File: src/core/pfa_pkg.sv
// shared constants for the function A status record packer
package pfa_pkg;
	// ----------------------------------------
	// record layout and telegram placement
	// ----------------------------------------
	localparam int REC_BYTES = 8;
	localparam logic [7:0] TELE_FIRST = 8'h0e;
	localparam logic [7:0] TELE_LAST = 8'h15;
	localparam logic [63:0] REC_RST = 64'h0;
	localparam int REC_WARN_FREE = 0;
	localparam int REC_GUARD_FREE = 1;
	localparam int REC_ACTIVE = 4;
	localparam int REC_WARN_RST = 8;
	localparam int REC_GUARD_RST = 9;
	localparam int REC_WARN_SEG = 16;
	localparam int REC_GUARD_SEG = 24;
	localparam int REC_PAIR1 = 32;
	localparam int REC_PAIR2 = 36;
	localparam int REC_PAIR3 = 40;
	localparam int REC_PRESET1 = 48;
	localparam int REC_PRESET2 = 49;
	localparam logic [3:0] PAIR_MIN = 4'h1;
	localparam logic [3:0] PAIR_MAX = 4'ha;

	// ----------------------------------------
	// register map
	// ----------------------------------------
	localparam logic [7:0] ADDR_CTRL = 8'h00;
	localparam logic [7:0] ADDR_REC_LO = 8'h04;
	localparam logic [7:0] ADDR_REC_HI = 8'h08;
	localparam logic [7:0] ADDR_IRQ_STAT = 8'h0c;
	localparam logic [7:0] ADDR_IRQ_MASK = 8'h10;
	localparam logic [7:0] ADDR_ID = 8'h14;
	localparam int CTRL_RUN = 0;
	localparam int CTRL_PAIR3 = 1;
	localparam logic [1:0] CTRL_RST = 2'h1;
	localparam int EVT_N = 5;
	localparam int EVT_GUARD_OCC = 0;
	localparam int EVT_WARN_OCC = 1;
	localparam int EVT_RESTART = 2;
	localparam int EVT_PAIR_RANGE = 3;
	localparam int EVT_PRESET_CHG = 4;
	localparam logic [4:0] MASK_RST = 5'h0;
endpackage

File: src/core/pfa_rec_if.sv
// carrier between the register shell and the record packer
`timescale 1ns/1ps
interface pfa_rec_if;
	logic load;
	logic pair3_en;
	logic warn_free;
	logic guard_free;
	logic active;
	logic warn_rst;
	logic guard_rst;
	logic [1:0] warn_seg;
	logic [1:0] guard_seg;
	logic [3:0] pair1;
	logic [3:0] pair2;
	logic [3:0] pair3;
	logic preset1;
	logic preset2;
	logic [63:0] record;

	modport packer (
		input load, pair3_en, warn_free, guard_free, active, warn_rst, guard_rst,
		input warn_seg, guard_seg, pair1, pair2, pair3, preset1, preset2,
		output record
	);
	modport owner (
		output load, pair3_en, warn_free, guard_free, active, warn_rst, guard_rst,
		output warn_seg, guard_seg, pair1, pair2, pair3, preset1, preset2,
		input record
	);
endinterface

File: src/core/pfa_rec_pack.sv
// assembles the eight-byte function A status record
`timescale 1ns/1ps
module pfa_rec_pack (
	input wire logic core_clk_i,
	input wire logic srst_i,
	pfa_rec_if.packer rec
);
	logic [63:0] record_ff;
	logic [63:0] nxt_record;

	// ----------------------------------------
	// record assembly
	// ----------------------------------------
	always_comb begin
		nxt_record = 64'h0;
		nxt_record[pfa_pkg::REC_WARN_FREE] = rec.warn_free;
		nxt_record[pfa_pkg::REC_GUARD_FREE] = rec.guard_free;
		nxt_record[pfa_pkg::REC_ACTIVE] = rec.active;
		nxt_record[pfa_pkg::REC_WARN_RST] = rec.warn_rst;
		nxt_record[pfa_pkg::REC_GUARD_RST] = rec.guard_rst;
		nxt_record[pfa_pkg::REC_WARN_SEG +: 2] = rec.warn_seg;
		nxt_record[pfa_pkg::REC_GUARD_SEG +: 2] = rec.guard_seg;
		// pair numbers, third only when enabled
		nxt_record[pfa_pkg::REC_PAIR1 +: 4] = rec.pair1;
		nxt_record[pfa_pkg::REC_PAIR2 +: 4] = rec.pair2;
		nxt_record[pfa_pkg::REC_PAIR3 +: 4] = rec.pair3_en ? rec.pair3 : 4'h0;
		nxt_record[pfa_pkg::REC_PRESET1] = rec.preset1;
		nxt_record[pfa_pkg::REC_PRESET2] = rec.preset2;
	end

	always_ff @(posedge core_clk_i) begin
		if (srst_i) begin
			record_ff <= pfa_pkg::REC_RST;
		end else if (rec.load) begin
			record_ff <= nxt_record;
		end
	end

	assign rec.record = record_ff;
endmodule

File: src/core/pfa_status_packer.sv
// function A status record packer with telegram port and APB registers
//
// Register access over APB and the address map were left to the implementer.
`timescale 1ns/1ps
// Notes on behaviour
// - record fills telegram bytes 14 to 21
// - byte 0 bits 0/1: zones, 1 free
// - byte 0 bit 4: function active
// - byte 1 bits 0/1: restart pending
// - bytes 2/3: segment free bits
// - pair numbers 1-10, four bits each; the range event checks the lower limit on pair 1 only
// - byte 6 bits 0/1: preset pair selected
module pfa_status_packer #(
	// arbitrary identification value
	parameter logic [31:0] ID_VALUE = 32'h00c0ffee
) (
	input wire logic core_clk_i,
	input wire logic srst_i,
	input wire logic warn_zone_a_free_i,
	input wire logic guard_zone_a_free_i,
	input wire logic func_a_active_i,
	input wire logic warn_zone_a_restart_pending_i,
	input wire logic guard_zone_a_restart_pending_i,
	input wire logic warn_zone_a_seg1_free_i,
	input wire logic warn_zone_a_seg2_free_i,
	input wire logic guard_zone_a_seg1_free_i,
	input wire logic guard_zone_a_seg2_free_i,
	input wire logic [3:0] pair_sel1_i,
	input wire logic [3:0] pair_sel2_i,
	input wire logic [3:0] pair_sel3_i,
	input wire logic preset_pair1_selected_i,
	input wire logic preset_pair2_selected_i,
	input wire logic tele_rd_i,
	input wire logic [7:0] tele_idx_i,
	output logic [7:0] tele_byte_o,
	output logic tele_hit_o,
	output logic tele_vld_o,
	output logic [63:0] rec_o,
	input wire logic psel,
	input wire logic penable,
	input wire logic pwrite,
	input wire logic [7:0] paddr,
	input wire logic [31:0] pwdata,
	output logic [31:0] prdata,
	output logic pready,
	output logic pslverr,
	output logic irq_o
);
	pfa_rec_if rec_if ();

	logic [1:0] ctrl_ff;
	logic [pfa_pkg::EVT_N-1:0] stat_ff;
	logic [pfa_pkg::EVT_N-1:0] mask_ff;
	logic [pfa_pkg::EVT_N-1:0] evt;
	logic [pfa_pkg::EVT_N-1:0] w1c;
	logic [63:0] prev_ff;
	logic prev_vld_ff;
	logic ack_ff;
	logic [31:0] prdata_ff;
	logic [31:0] rd_val;
	logic rd_err;
	logic acc_first;
	logic acc_done;
	logic [7:0] tele_byte_ff;
	logic tele_hit_ff;
	logic tele_vld_ff;
	logic [2:0] tele_sel;
	logic tele_in;
	logic pair_bad;

	// ----------------------------------------
	// record packer
	// ----------------------------------------
	assign rec_if.load = ctrl_ff[pfa_pkg::CTRL_RUN];
	assign rec_if.pair3_en = ctrl_ff[pfa_pkg::CTRL_PAIR3];
	assign rec_if.warn_free = warn_zone_a_free_i;
	assign rec_if.guard_free = guard_zone_a_free_i;
	assign rec_if.active = func_a_active_i;
	assign rec_if.warn_rst = warn_zone_a_restart_pending_i;
	assign rec_if.guard_rst = guard_zone_a_restart_pending_i;
	assign rec_if.warn_seg = {warn_zone_a_seg2_free_i, warn_zone_a_seg1_free_i};
	assign rec_if.guard_seg = {guard_zone_a_seg2_free_i, guard_zone_a_seg1_free_i};
	assign rec_if.pair1 = pair_sel1_i;
	assign rec_if.pair2 = pair_sel2_i;
	assign rec_if.pair3 = pair_sel3_i;
	assign rec_if.preset1 = preset_pair1_selected_i;
	assign rec_if.preset2 = preset_pair2_selected_i;

	pfa_rec_pack u_pfa_rec_pack (
		.core_clk_i(core_clk_i),
		.srst_i(srst_i),
		.rec(rec_if.packer)
	);

	assign rec_o = rec_if.record;

	// ----------------------------------------
	// telegram byte port
	// ----------------------------------------
	// window 14..21 maps to record bytes 0..7
	assign tele_in = (tele_idx_i >= pfa_pkg::TELE_FIRST) && (tele_idx_i <= pfa_pkg::TELE_LAST);
	assign tele_sel = 3'(tele_idx_i - pfa_pkg::TELE_FIRST);

	always_ff @(posedge core_clk_i) begin
		if (srst_i) begin
			tele_byte_ff <= 8'h00;
			tele_hit_ff <= 1'b0;
			tele_vld_ff <= 1'b0;
		end else begin
			tele_vld_ff <= tele_rd_i;
			if (tele_rd_i) begin
				tele_hit_ff <= tele_in;
				tele_byte_ff <= tele_in ? rec_if.record[tele_sel*8 +: 8] : 8'h00;
			end
		end
	end

	assign tele_byte_o = tele_byte_ff;
	assign tele_hit_o = tele_hit_ff;
	assign tele_vld_o = tele_vld_ff;

	// ----------------------------------------
	// events from record changes, plus pair number range check on the current record
	// ----------------------------------------
	always_ff @(posedge core_clk_i) begin
		if (srst_i) begin
			prev_ff <= pfa_pkg::REC_RST;
			prev_vld_ff <= 1'b0;
		end else begin
			prev_ff <= rec_if.record;
			prev_vld_ff <= 1'b1;
		end
	end

	always_comb begin
		pair_bad = 1'b0;
		if (rec_if.record[pfa_pkg::REC_ACTIVE]) begin
			if (rec_if.record[pfa_pkg::REC_PAIR1 +: 4] < pfa_pkg::PAIR_MIN) begin
				pair_bad = 1'b1;
			end
			if (rec_if.record[pfa_pkg::REC_PAIR1 +: 4] > pfa_pkg::PAIR_MAX) begin
				pair_bad = 1'b1;
			end
			if (rec_if.record[pfa_pkg::REC_PAIR2 +: 4] > pfa_pkg::PAIR_MAX) begin
				pair_bad = 1'b1;
			end
			if (rec_if.record[pfa_pkg::REC_PAIR3 +: 4] > pfa_pkg::PAIR_MAX) begin
				pair_bad = 1'b1;
			end
		end
	end

	always_comb begin
		evt = '0;
		if (prev_vld_ff) begin
			evt[pfa_pkg::EVT_GUARD_OCC] = prev_ff[pfa_pkg::REC_GUARD_FREE] &
				~rec_if.record[pfa_pkg::REC_GUARD_FREE];
			evt[pfa_pkg::EVT_WARN_OCC] = prev_ff[pfa_pkg::REC_WARN_FREE] &
				~rec_if.record[pfa_pkg::REC_WARN_FREE];
			evt[pfa_pkg::EVT_RESTART] = (|(rec_if.record[pfa_pkg::REC_WARN_RST +: 2] &
				~prev_ff[pfa_pkg::REC_WARN_RST +: 2]));
			evt[pfa_pkg::EVT_PAIR_RANGE] = pair_bad;
			evt[pfa_pkg::EVT_PRESET_CHG] = (rec_if.record[pfa_pkg::REC_PRESET1 +: 2] !=
				prev_ff[pfa_pkg::REC_PRESET1 +: 2]);
		end
	end

	// ----------------------------------------
	// APB slave
	// ----------------------------------------
	assign acc_first = psel && penable && !ack_ff;
	assign acc_done = psel && penable && ack_ff;

	always_comb begin
		rd_val = 32'h0;
		rd_err = 1'b0;
		if (paddr == pfa_pkg::ADDR_CTRL) begin
			rd_val = {30'h0, ctrl_ff};
		end else if (paddr == pfa_pkg::ADDR_REC_LO) begin
			rd_val = rec_if.record[31:0];
		end else if (paddr == pfa_pkg::ADDR_REC_HI) begin
			rd_val = rec_if.record[63:32];
		end else if (paddr == pfa_pkg::ADDR_IRQ_STAT) begin
			rd_val = {27'h0, stat_ff};
		end else if (paddr == pfa_pkg::ADDR_IRQ_MASK) begin
			rd_val = {27'h0, mask_ff};
		end else if (paddr == pfa_pkg::ADDR_ID) begin
			// arbitrary identification value
			rd_val = ID_VALUE;
		end else begin
			rd_err = 1'b1;
		end
	end

	always_ff @(posedge core_clk_i) begin
		if (srst_i) begin
			ack_ff <= 1'b0;
			prdata_ff <= 32'h0;
		end else begin
			ack_ff <= acc_first;
			if (acc_first && !pwrite) begin
				prdata_ff <= rd_val;
			end
		end
	end

	assign pready = ack_ff;
	assign pslverr = ack_ff && rd_err;
	assign prdata = prdata_ff;

	always_ff @(posedge core_clk_i) begin
		if (srst_i) begin
			ctrl_ff <= pfa_pkg::CTRL_RST;
		end else if (acc_done && pwrite && paddr == pfa_pkg::ADDR_CTRL) begin
			ctrl_ff <= pwdata[1:0];
		end
	end

	always_ff @(posedge core_clk_i) begin
		if (srst_i) begin
			mask_ff <= pfa_pkg::MASK_RST;
		end else if (acc_done && pwrite && paddr == pfa_pkg::ADDR_IRQ_MASK) begin
			mask_ff <= pwdata[pfa_pkg::EVT_N-1:0];
		end
	end

	// ----------------------------------------
	// interrupt status, set wins over clear
	// ----------------------------------------
	assign w1c = (acc_done && pwrite && paddr == pfa_pkg::ADDR_IRQ_STAT) ?
		pwdata[pfa_pkg::EVT_N-1:0] : '0;

	always_ff @(posedge core_clk_i) begin
		if (srst_i) begin
			stat_ff <= '0;
		end else begin
			stat_ff <= (stat_ff & ~w1c) | evt;
		end
	end

	assign irq_o = |(stat_ff & mask_ff);
endmodule

File: config.mk
export PLATFORM = sky130hd
export DESIGN_NAME = pfa_status_packer
export DESIGN_NICKNAME = d
export VERILOG_FILES = /design/src/core/pfa_pkg.sv /design/src/core/pfa_rec_if.sv /design/src/core/pfa_rec_pack.sv /design/src/core/pfa_status_packer.sv
export SDC_FILE = /design/constraint.sdc
export NUM_CORES = 1
export LEC_CHECK = 0
export BUFFER_PORTS_ARGS = -buffer_cell sky130_fd_sc_hd__buf_2
export CAP_MARGIN = 20
export CORE_ASPECT_RATIO = 1.2
export CORE_UTILIZATION = 35
export CTS_CLUSTER_SIZE = 30
export DETAILED_ROUTE_END_ITERATION = 12
export PLACE_DENSITY = 0.69
export SLEW_MARGIN = 5
export SYNTH_ARGS = -nofsm -noshare
export SYNTH_HDL_FRONTEND = slang
export SYNTH_SLANG_ARGS = --single-unit
File: constraint.sdc
create_clock -name core_clk_i -period 1.5 [get_ports core_clk_i]
set_input_delay 0.15 -clock core_clk_i [delete_from_list [all_inputs] [get_ports core_clk_i]]
set_output_delay 0.15 -clock core_clk_i [all_outputs]
set_load 0.02 [all_outputs]
# Word-level counts from Yosys, hierarchy flattened
# Index checks and enable logic that the tools add are counted.
[word_totals]
register_bits = 102
input_bits = 77
output_inout_bits = 109
elab_cells = 72
[op_classes]
shifts = 1
mux = 22
addsub = 1
eq_ne = 6
reduce_logical = 15
magnitude_cmp = 6
n_bitwise = 10
[op_table]
columns = ["operator", "n"]
rows = [
  ["$mux W24", 4],
  ["$shiftx A64 B7 Y8", 1],
  ["$mux W26", 2],
  ["$eq A8 B4 Y1 const B", 2],
  ["$eq A8 B5 Y1 const B", 2],
  ["$gt A4 B4 Y1 const B", 3],
  ["$mux W1", 12],
  ["$and A5 B5 Y5", 2],
  ["$logic_and A1 B1 Y1", 10],
  ["$mux W5", 2],
  ["$eq A8 B3 Y1 const B", 1],
  ["$ge A8 B4 Y1 const B", 1],
  ["$le A8 B5 Y1 const B", 1],
  ["$logic_not A8 Y1", 1],
  ["$mux W8", 1],
  ["$not A5 Y5", 1],
  ["$or A5 B5 Y5", 1],
  ["$reduce_or A5 Y1", 1],
  ["$lt A4 B1 Y1 const B", 1],
  ["$mux W4", 1],
  ["$sub A3 B3 Y3 const B", 1],
  ["$and A1 B1 Y1", 2],
  ["$and A2 B2 Y2", 1],
  ["$logic_not A1 Y1", 2],
  ["other kinds (4)", 5],
]

# Logic depth before layout (Yosys ltp)
[depth]
word_depth = 8
ltp_mapped = 6
ltp_nobuf = 4

# Hierarchy
# A second synthesis with hierarchy kept.
[hier_totals]
hier_cells = 463
hier_area_um2 = 4349.2
[modules_own_cells]
columns = ["module", "instances", "area_per_inst_um2", "seq_area_each_um2", "cells_each"]
rows = [
  ["pfa_status_packer", 1, 3190.6, 1241.2, 343],
  ["pfa_rec_pack", 1, 1158.6, 460.4, 120],
]

# Worst setup path before layout
# Ideal clock, no wire load.
[synth_path]
path_kind = "reg-to-reg"
from = "register ack_ff (netlist: pready)"
to = "register stat_ff[4] (netlist name)"
setup_ns = 0.117
path_stages_with_launch = 5
slack_ns = -0.095
n_path_buf = 0
arrival_time_ns = 1.478
synth_period_minus_slack_ns = 1.595
required_time_ns = 1.383
cell_sequence = "dfxtp_1 -> nand4_1 -> nor4_2 -> nand2_1 -> a32o_1"
[synth_via]
elab_chain_len = 7
[synth_rtl]
columns = ["element", "line", "text"]
rows = [
  ["from (decl)", "pfa_status_packer.sv:58", "logic ack_ff;"],
  ["from (signal assigned)", "pfa_status_packer.sv:200", "ack_ff <= acc_first;"],
  ["$logic_and A1 B1 Y1", "pfa_status_packer.sv:172", "assign acc_done = psel && penable && ack_ff;"],
  ["$logic_and A1 B1 Y1 (2 in series)", "pfa_status_packer.sv:230", "assign w1c = (acc_done && pwrite && paddr == pfa_pkg::ADDR_IRQ_STAT) ?"],
  ["$mux W5", "pfa_status_packer.sv:230", ""],
  ["$not A5 Y5", "pfa_status_packer.sv:237", "stat_ff <= (stat_ff & ~w1c) | evt;"],
  ["$and A5 B5 Y5", "pfa_status_packer.sv:237", ""],
  ["$or A5 B5 Y5", "pfa_status_packer.sv:237", ""],
  ["to (signal assigned)", "pfa_status_packer.sv:237", ""],
  ["to (decl)", "pfa_status_packer.sv:52", "logic [pfa_pkg::EVT_N-1:0] stat_ff;"],
]
# No other way between the ends.
# A chain may end at the register's enable or synchronous reset.

# Final worst setup path
[layout_path]
from = "register mask_ff[3] (netlist name)"
to = "output port irq_o"
[layout_via]
elab_chain_len = 2
[layout_rtl]
columns = ["element", "line", "text"]
rows = [
  ["from (decl)", "pfa_status_packer.sv:53", "logic [pfa_pkg::EVT_N-1:0] mask_ff;"],
  ["from (signal assigned)", "pfa_status_packer.sv:221", "mask_ff <= pfa_pkg::MASK_RST;"],
  ["from (signal assigned)", "pfa_status_packer.sv:223", "mask_ff <= pwdata[pfa_pkg::EVT_N-1:0];"],
  ["$and A5 B5 Y5", "pfa_status_packer.sv:241", "assign irq_o = |(stat_ff & mask_ff);"],
  ["$reduce_or A5 Y1", "pfa_status_packer.sv:241", ""],
  ["to (decl)", "pfa_status_packer.sv:47", "output logic irq_o"],
]
# No other way between the ends.

==> flow_summary.toml <==
[die]
start_util = 0.359
die_w_um = 94.3
io_pins = 186
die_y_um = 113
coreArea_um2 = 9960
row_count = 40
dieArea_um2 = 10600

[grt]
grt_first_pass_wirelength_mm = 14.5
grt_pass1_vias = 2911
grt_max_degree = 46
track_usage = 0.181
grt.overflow.total = 0
grt_antenna_before_repair = 1

[logic_synthesis]
ys_seq_area_frac = 0.392
syn_area_per_cell_um2 = 8.76
yosys_warnings = 0
syn_inst = 408
synth-seq-cells = 70
synth_edf_count = 0
yosysTopAreaCell = "dfxtp_1"
synthArstFlopShare = 0
ys_types = 60
synth_top_area_share = 0.392
ys_top_cells_by_area = "dfxtp_1, buf_4, mux2i_1"
syn_area_um2 = 3580
ys.flop_type = "dfxtp_1"

[timing]
clock_skew_ns = 0.00963
finalCriticalPeriod_ns = 1.50
hold_violations = 0
max_freq_mhz = 668
finalCritPeriodShare = 0.998
hold_slack_ns = 0.0348
drv_slew = 0
setup_viol = 0
rsz0062_at_grt = "yes"

[job]
drv_cap = 0

[place]
gp_congestion = 0.852
io_buffers = 107
detailed_place_hpwl_mm = 7.30
dp.cells = 642

[layout]
utilization = 0.458
drive_gt1_frac = 0.321
synthToLayoutAreaGrowth_pct = 27.7
num_antenna_cells = 0
num-nets-final = 605
layoutNonFillerInstCount = 659

[clock_tree]
cts_hold_buffers = 0
h-tree-depth = 3
clock-root-buffer = "clkbuf_16"
clk_latency_ns = 0.33
cts.sinks = 70
cts_made_buffers = 9
path_clk_slew_ns = 0.05
tritoncts = "done"
ctsLongestPathBuffers = 2

[pwr]
peakVddDrop_v = 0.000579
p_total_uw = 5150
power.leakage_uw = 0.00224
powerDensity_nw_per_um2 = 1130

[drt]
drt-pass1-iter-count = 4
drc_errors = 0
wl_per_cell_um = 14.3
avgViaCountPerCell = 4.75
vias = 3132
drt_wl_total_mm = 9.41
first_iter_violations = 225
ant_nets = 0

[outcome]
status = "completed"

[critical_path]
critPathLaunchType = "flop"
cp-end-kind = "output pin"
required_ns = 1.35
worstPathArrival_ns = 1.35
r2r_start = "pready"
cp_max_fo = 2
critPathLaunch = "mask_ff[3]"
crit_type = "flop to output pin"

[worst_hold_path]
hp-class = "input pin to flop"
hold_start = "pwdata[2]"
## routing by layer
metal  vias up  global-route usage  share of wire
met4         0              0.0749          0.017
met2       129               0.312           0.50
met5         -                   0              0
met3        10              0.0517          0.072
li1       1549                   -              -
met1      1444               0.206           0.41
## worst paths after layout
| check | end | slack (ns) | depth (start not counted) |
|---|---|---|---|
| setup / recovery | irq_o | 0.002 | 3 |
| hold / removal | stat_ff[2] | 0.03 | 2 |
| setup reg to reg | stat_ff[4] | 0.11 | 4 |
| hold reg to reg | prdata[6] | 0.44 | 2 |
## where the power goes
part | leakage, uW | internal, uW | switching (uW)
sequential | 0.000573 | 1910 | 53.4
clock | 0.000179 | 1830 | 782
combinational | 0.00149 | 194 | 371
total | 0.00224 | 3940 | 1210
## cell usage after synthesis (all sizes together), types with 2 or more instances
| cell | instances |
|---|---|
| mux2 | 3 |
| nor3b | 2 |
| a32o | 4 |
| nand2b | 7 |
| a221oi | 2 |
| o21a | 2 |
| nor2 | 50 |
| or3 | 3 |
| nand3 | 10 |
| o21ai | 14 |
| nor2b | 9 |
| inv | 8 |
| mux2i | 32 |
| dfxtp | 70 |
| clkbuf | 13 |
| a31oi | 2 |
| a22o | 3 |
| nand2 | 35 |
| o311ai | 2 |
| a21oi | 22 |
| a22oi | 5 |
| o22ai | 6 |
| nor4 | 5 |
| o211ai | 2 |
| nor3 | 4 |
| a21boi | 3 |
| xnor2 | 2 |
| buf | 63 |
| nand3b | 3 |
## layout by cell type (no fill, tap or decap), types with 3 or more instances in the layout
cell type	n
nand2_1	35
nand3b_1	3
o21ai_0	7
nand3_1	10
a21oi_1	22
mux2_2	3
a22oi_1	5
conb_1	51
o22ai_1	6
nor4_4	4
dfxtp_1	68
o21ai_1	6
a22o_1	3
buf_2	106
a21boi_0	3
nor3_1	3
nand2b_1	7
nor2_1	48
buf_4	27
inv_1	8
mux2i_1	32
nor2b_1	9
bufinv_16	4
clkbuf_16	9
a32o_1	4
## final cells by class
class	count	area, um^2
clock inverter	6	133
multi-input combinational	303	1830
timing repair buffer	135	764
fill	964	5390
inverter	9	33.8
tap	126	158
sequential	70	1400
clock buffer	10	239
## critical path: stages, from the launching register on
cell      delay [ns]
dfxtp_2         0.33
a222oi_1        0.39
nand2_1         0.15
buf_6           0.15
## cells by family after synthesis
group,Yosys count,synth area share
muxes,36,0.105
AOI/OAI and AO/OA,75,0.138
and+or+nand+nor,139,0.207
DFF,70,0.392
buffers and inverters,85,0.152
xor gates and xnor gates,2,0.00490
other,1,0.00105
## timing repair
item                       CTS  global route
pin swaps                    2             1
hold endpoints to repair     0             0
setup endpoints to repair    3             7
gates resized for setup      4             1
buffers inserted             1             0
gates cloned                 0             0
## flip-flops by register name (all words and copies together) (netlist names)
register	cells
tele_vld_o	1
tele_hit_o	1
u_pfa_rec_pack.rec.record	23
stat_ff	5
prdata	17
prev_ff	6
tele_byte_o	8
mask_ff	5
ctrl_ff	2
pready	1
prev_vld_ff	1
## per-stage QoR
stage | cell area [um^2] | setup WS (ns) | setup TNS (ns)
final | 4570 | 0.00230 | 0
after global routing | 4570 | -0.0533 | -0.0533
after CTS | 4560 | -0.0177 | -0.0177
after detailed placement | 4170 | -0.104 | -1.49
after global placement | 4170 | -0.0991 | -1.28
after floorplan | 3770 | 0.0217 | 0
(Power assumes the default switching activity.)
